File: config.mk
export PLATFORM = sky130hd
export DESIGN_NAME = ssd_core
export DESIGN_NICKNAME = d
export VERILOG_FILES = /design/src/logic/ssd_pkg.sv /design/src/logic/ssd_core.sv /design/src/logic/ssd_desc_decode.sv
export SDC_FILE = /design/constraint.sdc
export NUM_CORES = 1
export LEC_CHECK = 0
export ABC_AREA = 1
export ABC_CLOCK_PERIOD_IN_PS = 7400
export BUFFER_PORTS_ARGS = -buffer_cell sky130_fd_sc_hd__buf_2
export CAP_MARGIN = 20
export CORE_ASPECT_RATIO = 1.5
export CORE_MARGIN = 2
export CORE_UTILIZATION = 45
export CTS_CLUSTER_SIZE = 25
export DETAILED_ROUTE_END_ITERATION = 7
export GPL_ROUTABILITY_DRIVEN = 0
export HOLD_SLACK_MARGIN = 0.1
export PLACE_DENSITY_LB_ADDON = 0.3
export SLEW_MARGIN = 20
export SYNTH_ARGS = -nofsm -noshare
export SYNTH_HDL_FRONTEND = slang
export SYNTH_SLANG_ARGS = --single-unit
File: constraint.sdc
create_clock -name clk_sys -period 7.4 [get_ports clk_sys]
set_clock_uncertainty 0.05 [all_clocks]
set_input_delay 1.48 -clock clk_sys [delete_from_list [all_inputs] [get_ports clk_sys]]
set_output_delay 1.48 -clock clk_sys [all_outputs]
set_load 0.02 [all_outputs]
File: src/logic/ssd_pkg.sv
// Shared constants, types and helpers for the system descriptor decoder.
// Assumes a 32-bit Avalon-MM slave with byte addresses.
package ssd_pkg;

  // Register byte offsets
  localparam logic [7:0] OFF_DESC_LO = 8'h00;
  localparam logic [7:0] OFF_DESC_HI = 8'h04;
  localparam logic [7:0] OFF_SEL     = 8'h08;
  localparam logic [7:0] OFF_CTRL    = 8'h0c;
  localparam logic [7:0] OFF_CMD     = 8'h10;
  localparam logic [7:0] OFF_STAT    = 8'h14;
  localparam logic [7:0] OFF_GATE    = 8'h18;
  localparam logic [7:0] OFF_SELDEC  = 8'h1c;

  // Descriptor type codes
  localparam logic [2:0] TYPE_TSS_AVAIL = 3'h1;
  localparam logic [2:0] TYPE_LDT       = 3'h2;
  localparam logic [2:0] TYPE_TSS_BUSY  = 3'h3;
  localparam logic [2:0] TYPE_CALL      = 3'h4;
  localparam logic [2:0] TYPE_TASK      = 3'h5;
  localparam logic [2:0] TYPE_INTR      = 3'h6;
  localparam logic [2:0] TYPE_TRAP      = 3'h7;

  // Exception vectors
  localparam logic [7:0] EXC_NONE        = 8'h00;
  localparam logic [7:0] EXC_NOT_PRESENT = 8'h0b;
  localparam logic [7:0] EXC_PROTECT     = 8'h0d;

  // Access byte field positions
  localparam int ACC_P   = 7;
  localparam int ACC_DPL = 5;
  localparam int ACC_S   = 4;
  localparam int ACC_E   = 3;

  // Largest number of entries in one descriptor table
  localparam int TABLE_ENTRIES = 8192;

  // Reset values
  localparam logic [31:0] RST_WORD = 32'h0000_0000;

  typedef struct packed {
    logic [12:0] index;
    logic        tableIndicator;
    logic [1:0]  requestedPrivilegeLevel;
  } ssd_sel_type;

  typedef struct packed {
    logic [23:0] base;
    logic [15:0] limit;
    logic [7:0]  access;
    logic [15:0] destSelector;
    logic [15:0] destOffset;
    logic [4:0]  wordCount;
    logic [2:0]  typ;
    logic        present;
    logic [1:0]  descriptorPrivilege;
    logic        isSystem;
  } ssd_desc_type;

  typedef struct packed {
    logic [23:0] base;
    logic [15:0] limit;
    logic [7:0]  access;
  } ssd_cache_type;

  typedef struct packed {
    logic [28:0] pad;
    logic [1:0]  cpl;
    logic        intEnable;
  } ssd_ctrl_type;

  typedef struct packed {
    logic [15:0] pad;
    logic [7:0]  targetAccess;
    logic [2:0]  pad2;
    logic        sysCheck;
    logic        gate;
    logic        load;
    logic [1:0]  seg;
  } ssd_cmd_type;

  typedef struct packed {
    logic [10:0] pad;
    logic [4:0]  copyCount;
    logic        isSystem;
    logic [2:0]  typ;
    logic        privChange;
    logic        ifCleared;
    logic        taskSwitch;
    logic        done;
    logic [7:0]  exc;
  } ssd_stat_type;

  // Split a selector into index, table and privilege
  function automatic ssd_sel_type ssd_split_sel(input logic [15:0] sel);
    ssd_split_sel = '{index: sel[15:3], tableIndicator: sel[2],
                      requestedPrivilegeLevel: sel[1:0]};
  endfunction : ssd_split_sel

  // Merge write data under byte enables
  function automatic logic [31:0] ssd_merge(input logic [31:0] old,
                                            input logic [31:0] nw,
                                            input logic [3:0]  be);
    for (int i = 0; i < 4; i++)
      ssd_merge[8*i +: 8] = be[i] ? nw[8*i +: 8] : old[8*i +: 8];
  endfunction : ssd_merge

endpackage : ssd_pkg
File: src/logic/ssd_core.sv
// Descriptor decoder, gate checker and segment descriptor caches.
// Assumes an Avalon-MM master on clk_sys and a same-clock reference port.
`timescale 1ns/1ps
`default_nettype none

// Functional notes
// - System descriptors carry a 24-bit base and a 16-bit limit.
// - System type 1 is free task state, 2 local table, 3 busy task.
// - A system descriptor is valid only when its present bit is one.
// - Task state privilege is checked; local table privilege is ignored.
// - Access bit 4 clear marks a system or gate descriptor.
// - Gate types: 4 call, 5 task, 6 interrupt, 7 trap.
// - Interrupt gates clear interrupt enable; trap gates leave it.
// - Gate whose target has the wrong type raises exception 13.
// - Task gate destination offset is ignored.
// - Call gate with privilege change copies word count parameters.
// - Word count is ignored for every gate but the call gate.
// - Gate with present bit clear raises exception 11.
// - Call, interrupt and trap gates enter at the 16-bit offset.
// - Limit is the offset of the segment's last byte.
// - One hidden cache per segment register, filled on each accepted load.
// - Only segment descriptors are ever written into a cache.
// - References are served from the cache without refetching.
// - Caches are unreadable by software and change only on loads; the code also clears them on reset.
// - Selector bits 1-0 privilege, bit 2 table, bits 15-3 index.
// - Tables hold up to 8192 eight-byte entries indexed by selector.
module ssd_core #(
  parameter int SEG_COUNT = 4  // Cached segment registers
) (
  input  wire logic             clk_sys,     // 40 MHz system clock
  input  wire logic             sys_rst,     // Synchronous reset, high
  input  wire logic [7:0]       address,     // Avalon byte address
  input  wire logic             read,        // Avalon read
  input  wire logic             write,       // Avalon write
  input  wire logic [3:0]       byteenable,  // Avalon byte lanes
  input  wire logic [31:0]      writedata,   // Avalon write data
  output logic [31:0]           readdata,    // Avalon read data
  output logic                  waitrequest, // Avalon stall
  input  wire logic [1:0]       refSeg,      // Segment referenced
  output ssd_pkg::ssd_cache_type refCache,   // Cached descriptor
  output logic                  intEnable    // Interrupt enable flag
);

  // Refuse cache counts the 2-bit segment field cannot address
  if (SEG_COUNT < 1 || SEG_COUNT > 4)
  begin : g_bad_count
    $error("SEG_COUNT must be 1 to 4");
  end

  localparam logic [2:0] SegCnt = 3'(SEG_COUNT);

  // State
  logic                   ack;
  logic [31:0]            descLo;
  logic [31:0]            descHi;
  logic [15:0]            segmentSelector;
  ssd_pkg::ssd_ctrl_type  ctrl;
  ssd_pkg::ssd_stat_type  status;
  logic [15:0]            entryOffset;
  logic [15:0]            gateSelector;
  ssd_pkg::ssd_cache_type cache [SEG_COUNT];

  // Decoded views
  ssd_pkg::ssd_desc_type  dec;
  ssd_pkg::ssd_sel_type   selF;
  ssd_pkg::ssd_cmd_type   cmd;

  // Field split of the staged descriptor
  ssd_desc_decode u_dec (
    .desc   ({descHi, descLo}),
    .fields (dec)
  );

  // Selector and command views
  assign selF = ssd_pkg::ssd_split_sel(segmentSelector);
  assign cmd  = ssd_pkg::ssd_cmd_type'(writedata);

  // Bus handshake: one wait cycle, then the request is taken
  wire logic reqTake = (read | write) & !ack;
  wire logic wrGo    = write & ack;
  assign waitrequest = (read | write) & !ack;

  // Command strobes, load before gate before system check
  wire logic hitCmd = wrGo && address == ssd_pkg::OFF_CMD;
  wire logic loadGo = hitCmd & cmd.load;
  wire logic gateGo = hitCmd & !cmd.load & cmd.gate;
  wire logic sysGo  = hitCmd & !cmd.load & !cmd.gate & cmd.sysCheck;
  wire logic anyGo  = loadGo | gateGo | sysGo;

  // Effective privilege is the weaker of current and requested
  wire logic [1:0] effPriv =
    (selF.requestedPrivilegeLevel > ctrl.cpl) ?
    selF.requestedPrivilegeLevel : ctrl.cpl;

  // Gate classification; system type codes stop at 7, so access bit 3 must be clear
  wire logic sysNarrow  = dec.isSystem & !dec.access[ssd_pkg::ACC_E];
  wire logic isGate     = sysNarrow & dec.typ[2];
  wire logic isTaskGate = isGate & dec.typ == ssd_pkg::TYPE_TASK;
  wire logic isCallGate = isGate & dec.typ == ssd_pkg::TYPE_CALL;
  wire logic isIntGate  = isGate & dec.typ == ssd_pkg::TYPE_INTR;

  // Target descriptor classification from its access byte
  wire logic [7:0] tgtAcc  = cmd.targetAccess;
  wire logic [2:0] tgtType = tgtAcc[2:0];
  wire logic tgtCode = tgtAcc[ssd_pkg::ACC_S] & tgtAcc[ssd_pkg::ACC_E];
  wire logic tgtTss  = !tgtAcc[ssd_pkg::ACC_S] & !tgtAcc[ssd_pkg::ACC_E] &
                       (tgtType == ssd_pkg::TYPE_TSS_AVAIL |
                        tgtType == ssd_pkg::TYPE_TSS_BUSY);
  wire logic tgtOk   = isTaskGate ? tgtTss : tgtCode;

  // Gate fault: not a gate, then not present, then wrong target
  wire logic [7:0] gateExc =
    !isGate      ? ssd_pkg::EXC_PROTECT :
    !dec.present ? ssd_pkg::EXC_NOT_PRESENT :
    !tgtOk       ? ssd_pkg::EXC_PROTECT :
                   ssd_pkg::EXC_NONE;
  wire logic gateOk = gateExc == ssd_pkg::EXC_NONE;

  // Call gate privilege change against the target's privilege
  wire logic privChg = isCallGate &&
                       tgtAcc[ssd_pkg::ACC_DPL +: 2] != ctrl.cpl;

  // Parameter words copied only by a privilege-changing call gate
  wire logic [4:0] copyCnt =
    (gateOk & privChg) ? dec.wordCount : 5'h00;

  // Entry point, unused by task gates
  wire logic [15:0] gateEntry =
    isTaskGate ? 16'h0000 : dec.destOffset;

  // Segment load fault: system or gate descriptors never cached
  wire logic segOk = {1'b0, cmd.seg} < SegCnt;
  wire logic [7:0] loadExc =
    (dec.isSystem | !segOk) ? ssd_pkg::EXC_PROTECT :
    !dec.present            ? ssd_pkg::EXC_NOT_PRESENT :
                              ssd_pkg::EXC_NONE;
  wire logic cacheWr = loadGo & loadExc == ssd_pkg::EXC_NONE;

  // System segment check with task state privilege
  wire logic isTss = dec.typ == ssd_pkg::TYPE_TSS_AVAIL |
                     dec.typ == ssd_pkg::TYPE_TSS_BUSY;
  wire logic isSysSeg = sysNarrow &
                        (isTss | dec.typ == ssd_pkg::TYPE_LDT);
  wire logic tssLow = isTss && dec.descriptorPrivilege < effPriv;
  wire logic [7:0] sysExc =
    !isSysSeg    ? ssd_pkg::EXC_PROTECT :
    !dec.present ? ssd_pkg::EXC_NOT_PRESENT :
    tssLow       ? ssd_pkg::EXC_PROTECT :
                   ssd_pkg::EXC_NONE;

  // Result of the current command
  wire logic [7:0] cmdExc = cmd.load ? loadExc :
                            cmd.gate ? gateExc : sysExc;
  wire ssd_pkg::ssd_stat_type next_status = '{
    pad:        11'h000,
    copyCount:  gateGo ? copyCnt : 5'h00,
    isSystem:   dec.isSystem,
    typ:        dec.typ,
    privChange: gateGo & gateOk & privChg,
    ifCleared:  gateGo & gateOk & isIntGate,
    taskSwitch: gateGo & gateOk & isTaskGate,
    done:       1'b1,
    exc:        cmdExc
  };

  // Read multiplexer; caches are deliberately absent
  wire logic [31:0] rdMux =
    address == ssd_pkg::OFF_DESC_LO ? descLo :
    address == ssd_pkg::OFF_DESC_HI ? descHi :
    address == ssd_pkg::OFF_SEL     ? {16'h0000, segmentSelector} :
    address == ssd_pkg::OFF_CTRL    ? 32'(ctrl) :
    address == ssd_pkg::OFF_STAT    ? 32'(status) :
    address == ssd_pkg::OFF_GATE    ? {gateSelector, entryOffset} :
    address == ssd_pkg::OFF_SELDEC  ? {selF.index, 3'h0, 16'(selF)} :
                                      32'h0000_0000;

  // Handshake and read data capture
  always_ff @(posedge clk_sys)
  begin
    if (sys_rst)
    begin
      ack      <= 1'b0;
      readdata <= ssd_pkg::RST_WORD;
    end
    else
    begin
      ack <= reqTake;
      if (reqTake & read)
        readdata <= rdMux;
    end
  end

  // Software-written registers
  always_ff @(posedge clk_sys)
  begin
    if (sys_rst)
    begin
      descLo          <= ssd_pkg::RST_WORD;
      descHi          <= ssd_pkg::RST_WORD;
      segmentSelector <= 16'h0000;
    end
    else if (wrGo)
    begin
      if (address == ssd_pkg::OFF_DESC_LO)
        descLo <= ssd_pkg::ssd_merge(descLo, writedata, byteenable);
      if (address == ssd_pkg::OFF_DESC_HI)
        descHi <= ssd_pkg::ssd_merge(descHi, writedata, byteenable);
      if (address == ssd_pkg::OFF_SEL)
        segmentSelector <= 16'(ssd_pkg::ssd_merge(32'(segmentSelector),
                                                  writedata, byteenable));
    end
  end

  // Control: interrupt gates drop the enable flag
  always_ff @(posedge clk_sys)
  begin
    if (sys_rst)
      ctrl <= ssd_pkg::ssd_ctrl_type'(ssd_pkg::RST_WORD);
    else if (wrGo && address == ssd_pkg::OFF_CTRL)
      ctrl <= ssd_pkg::ssd_ctrl_type'(
                ssd_pkg::ssd_merge(32'(ctrl), writedata, byteenable) & 32'h7);
    else if (gateGo & gateOk & isIntGate)
      ctrl.intEnable <= 1'b0;
  end

  assign intEnable = ctrl.intEnable;

  // Command results
  always_ff @(posedge clk_sys)
  begin
    if (sys_rst)
    begin
      status       <= ssd_pkg::ssd_stat_type'(ssd_pkg::RST_WORD);
      entryOffset  <= 16'h0000;
      gateSelector <= 16'h0000;
    end
    else if (anyGo)
    begin
      status <= next_status;
      if (gateGo & gateOk)
      begin
        entryOffset  <= gateEntry;
        gateSelector <= dec.destSelector;
      end
    end
  end

  // Hidden caches: whole entry written at once on a good load
  always_ff @(posedge clk_sys)
  begin
    if (sys_rst)
    begin
      for (int i = 0; i < SEG_COUNT; i++)
        cache[i] <= '0;
    end
    else if (cacheWr)
      cache[cmd.seg] <= '{base: dec.base, limit: dec.limit,
                          access: dec.access};
  end

  // References read the cache only, never memory
  always_ff @(posedge clk_sys)
  begin
    if (sys_rst)
      refCache <= '0;
    else
      refCache <= ({1'b0, refSeg} < SegCnt) ? cache[refSeg] : '0;
  end
endmodule : ssd_core
`default_nettype wire

File: src/logic/ssd_desc_decode.sv
// Combinational field split of one eight-byte descriptor.
// Assumes the descriptor arrives as two little-endian words.
`timescale 1ns/1ps
`default_nettype none
module ssd_desc_decode (
  input  wire logic [63:0]   desc,   // Raw descriptor
  output ssd_pkg::ssd_desc_type fields  // Decoded fields
);

  // Segment and gate views share the same bytes
  assign fields = '{
    base:                desc[39:16],
    limit:               desc[15:0],
    access:              desc[47:40],
    destSelector:        desc[31:16],
    destOffset:          desc[15:0],
    wordCount:           desc[36:32],
    typ:                 desc[42:40],
    present:             desc[40+ssd_pkg::ACC_P],
    descriptorPrivilege: desc[40+ssd_pkg::ACC_DPL +: 2],
    isSystem:            !desc[40+ssd_pkg::ACC_S]
  };

endmodule : ssd_desc_decode
`default_nettype wire

==> flow_metrics.env <==
export IMPL_outcome="complete, no violations"
export IMPL_hpwlAfterDp_mm=29.3
export IMPL_synth_area_um2=16700
export IMPL_grt_pass1_wl_mm=71.8
export IMPL_row_count=86
export IMPL_core_area_um2=36700
export IMPL_drc=0
export IMPL_cp_arrival_ns=4.02
export IMPL_grt_ovfl_total=0
export IMPL_period_needed_ns=3.91
export IMPL_crit_required_ns=7.51
export IMPL_wl_per_cell_um=18.7
export IMPL_ys_async_sr_fraction_pct=0
export IMPL_syn_num_nets=1958
export IMPL_maxCapViolations=0
export IMPL_postCtsHoldBufs=0
export IMPL_port_buffers=131
export IMPL_multiInputGateArea_um2=5760
export IMPL_ys_types=43
export IMPL_p_leak_uw=0.00720
export IMPL_clock_path_buffers=3
export IMPL_place_area_um2=17700
export IMPL_antenna_found_initial=0
export IMPL_hold_viol=0
export IMPL_hold_path_class="register to register"
export IMPL_antenna_cells=0
export IMPL_clkLatencyLatePin_ns=0.54
export IMPL_drtIter0Drc=1330
export IMPL_postRouteAntennaNets=0
export IMPL_synthXorXnorAreaFrac_pct=0.105
export IMPL_die_area_um2=38800
export IMPL_htree_levels=2
export IMPL_dp_worst_setup_slack_ns=2.64
export IMPL_synthMuxAreaShare_pct=0
export IMPL_synth_cells=1904
export IMPL_peakVddDrop_uv=159
export IMPL_path_max_fanout=53
export IMPL_clk_pin_slew_ns=0.06
export IMPL_grt_usage_pct=23.8
export IMPL_io_pins=132
export IMPL_yosysWarnings=0
export IMPL_cts_root_buf="clkbuf_16"
export IMPL_clkPwrFrac_pct=42.5
export IMPL_drive_above_1_share_pct=12.2
export IMPL_start_util_pct=45.6
export IMPL_seqPwrFrac_pct=51.6
export IMPL_syn_avg_cell_area_um2=8.79
export IMPL_fin_setup_tns_ns=0
export IMPL_p_int_uw=3610
export IMPL_crit_type="input pin to register"
export IMPL_drtPass1Iterations=5
export IMPL_synth_compound_area_share_pct=14.6
export IMPL_synth_ff_type="dfxtp_1"
export IMPL_regArea_um2=10000
export IMPL_finalMaxSlewViolations=0
export IMPL_ctsResizeCount=0
export IMPL_cts_made_buffers=39
export IMPL_layout_nets=2031
export IMPL_drt_total_wl_mm=46.5
export IMPL_vias_per_cell=5.48
export IMPL_fin_ws_ns=3.49
export IMPL_swShare_pct=22.8
export IMPL_power_density_nw_per_um2=247
export IMPL_pwr_share_comb_pct=5.9
export IMPL_p_switching_uw=1070
export IMPL_synth_top_family_by_area="simple AND/OR/NAND/NOR gates"
export IMPL_cts_sinks=404
export IMPL_grt_max_degree=98
export IMPL_synth_edf_count=192
export IMPL_worstSetupEndpointType="register"
export IMPL_post_cts_setup_buffers=0
export IMPL_synthSimpleGateAreaFrac_pct=19.2
export IMPL_fillers=3341
export IMPL_synth_seq_cells=404
export IMPL_rsz0062_at_grt="false"
export IMPL_num_vias=13600
export IMPL_timing_slew_headroom_pct=27.6
export IMPL_grt_pass1_vias=13100
export IMPL_fmax_ghz=0.256
export IMPL_synth_seq_area_share_pct=59.8
export IMPL_worst_pin_slew_ns=1.09
export IMPL_cts_tree="done"
export IMPL_setup_viol_count_final=0
export IMPL_finalInstanceArea_um2=18900
export IMPL_die_x_um=161
export IMPL_yosys_area_share_adder_pct=0.299
export IMPL_final_period_utilization_pct=52.8
export IMPL_die_h_um=240
export IMPL_crit_path_start_kind="input pin"
export IMPL_area_growth_pct=13.2
## state kept, by name, summed over array words and instances, names as in the netlist
register / cells
entryOffset: 16
gateSelector: 16
refCache: 48
ack: 1
status: 16
descLo: 32
readdata: 32
cache: 192
intEnable: 1
ctrl: 2
segmentSelector: 16
descHi: 32
## path summary, 6_finish.rpt
kind                                from                          to  slack, ns  cells after the start
setup / recovery                 sys_rst  cache[0][34]$_SDFFCE_PN0P_       3.49                      8
hold / removal    status[8]$_SDFFE_PP0P_      status[8]$_SDFFE_PP0P_       0.41                      2
setup reg to reg          ack$_SDFF_PP0_  cache[0][34]$_SDFFCE_PN0P_       4.47                      8
hold reg to reg   status[8]$_SDFFE_PP0P_      status[8]$_SDFFE_PP0P_       0.41                      2
## power by group through the flow
| stage | Combinational (uW) | Sequential [uW] | Clock (uW) |
|---|---|---|---|
| CTS | 276 | 2410 | 2010 |
| global placement | 272 | 2460 | 0 |
| floorplan | 137 | 2490 | 0 |
| global route | 301 | 2420 | 2100 |
| detailed placement | 275 | 2460 | 0 |
| finish | 275 | 2410 | 1990 |
## cell usage in the layout (no fill, tap or decap), drive strengths merged
| master | instances |
|---|---|
| edfxtp | 192 |
| inv | 130 |
| nand3 | 54 |
| o21ai | 242 |
| a32oi | 1 |
| buf | 148 |
| xnor2 | 2 |
| o211ai | 17 |
| nand4 | 7 |
| clkbuf | 47 |
| clkinvlp | 2 |
| a22oi | 1 |
| o31ai | 1 |
| clkinv | 20 |
| nor3 | 58 |
| dfxtp | 212 |
| a211oi | 1 |
| bufinv | 4 |
| ha | 4 |
| nor2 | 438 |
| o21bai | 5 |
| a41oi | 2 |
| or2 | 7 |
| a31oi | 1 |
| a21oi | 200 |
| nand3b | 1 |
| nand2 | 209 |
## synthesized netlist by cell type, types with 2 or more instances
master,instances,share of area [%]
o21ai_1,9,0.27
buf_6,4,0.27
edfxtp_1,192,34
nand4_1,7,0.26
nand3_1,53,1.6
buf_4,2,0.090
inv_2,5,0.11
nor2_2,4,0.15
nor3_1,53,1.6
nand2_1,203,4.6
clkbuf_1,74,1.7
or2_2,6,0.22
buf_1,16,0.36
o211ai_1,17,0.76
o21ai_0,232,6.9
nor2_1,429,9.6
o21bai_1,5,0.22
inv_1,124,2.8
dfxtp_1,212,25
nor3_2,3,0.18
xnor2_1,2,0.10
clkinv_1,3,0.067
nand2_4,3,0.20
buf_2,19,0.57
ha_1,4,0.30
a41oi_1,2,0.10
a21oi_1,199,6.0
nand2_2,3,0.11
nor3_4,2,0.19
nor2_4,4,0.27
## through the flow
stage | std cells | util (%) | power [uW] | hold slack [ns]
after CTS | 2489 | 51.5 | 4700 | 0.412
after floorplan | 1904 | - | 2630 | 0.376
after detailed placement | 2419 | 48.1 | 2740 | 0.402
after global placement | 2419 | 48.1 | 2730 | 0.390
after global routing | 2490 | 51.6 | 4820 | 0.430
final | 2490 | 51.6 | 4680 | 0.410
## routing by layer
layer | vias up | wire length (um) | share of wire (%) | global-route usage [%]
met2 | 556 | 22500 | 48 | 40.1
met5 | - | 0 | 0 | 0
met4 | 0 | 2970 | 6.4 | 14.7
met1 | 6435 | 17900 | 39 | 28.9
met3 | 148 | 3140 | 6.7 | 3.50
li1 | 6496 | - | - | -
## worst max-delay path: stages
cell and delay, ns:
buf_4 0.27, inv_2 0.71, nand3_4 0.12, nor2_2 0.17, nand2_2 0.25, buf_12 0.28
nand2_2 0.07, buf_4 0.56
## final cells by class
class,count,area share (%)
clock buffers,47,5.47
well taps,484,3.20
clock inverters,23,1.17
repair buffers,148,4.22
flip-flops and latches,404,52.9
multi-input cells,1251,30.4
inverters,133,2.64
## cell families (layout without fill, tap and decap cells)
logic type	count (synthesis)	after routing
fa+ha+maj	4	4
simple gates	774	774
flops	404	404
compound gates	471	471
xor+xnor	2	2
buf+inv	249	351
No activity file was read; power rests on OpenSTA's default activity.
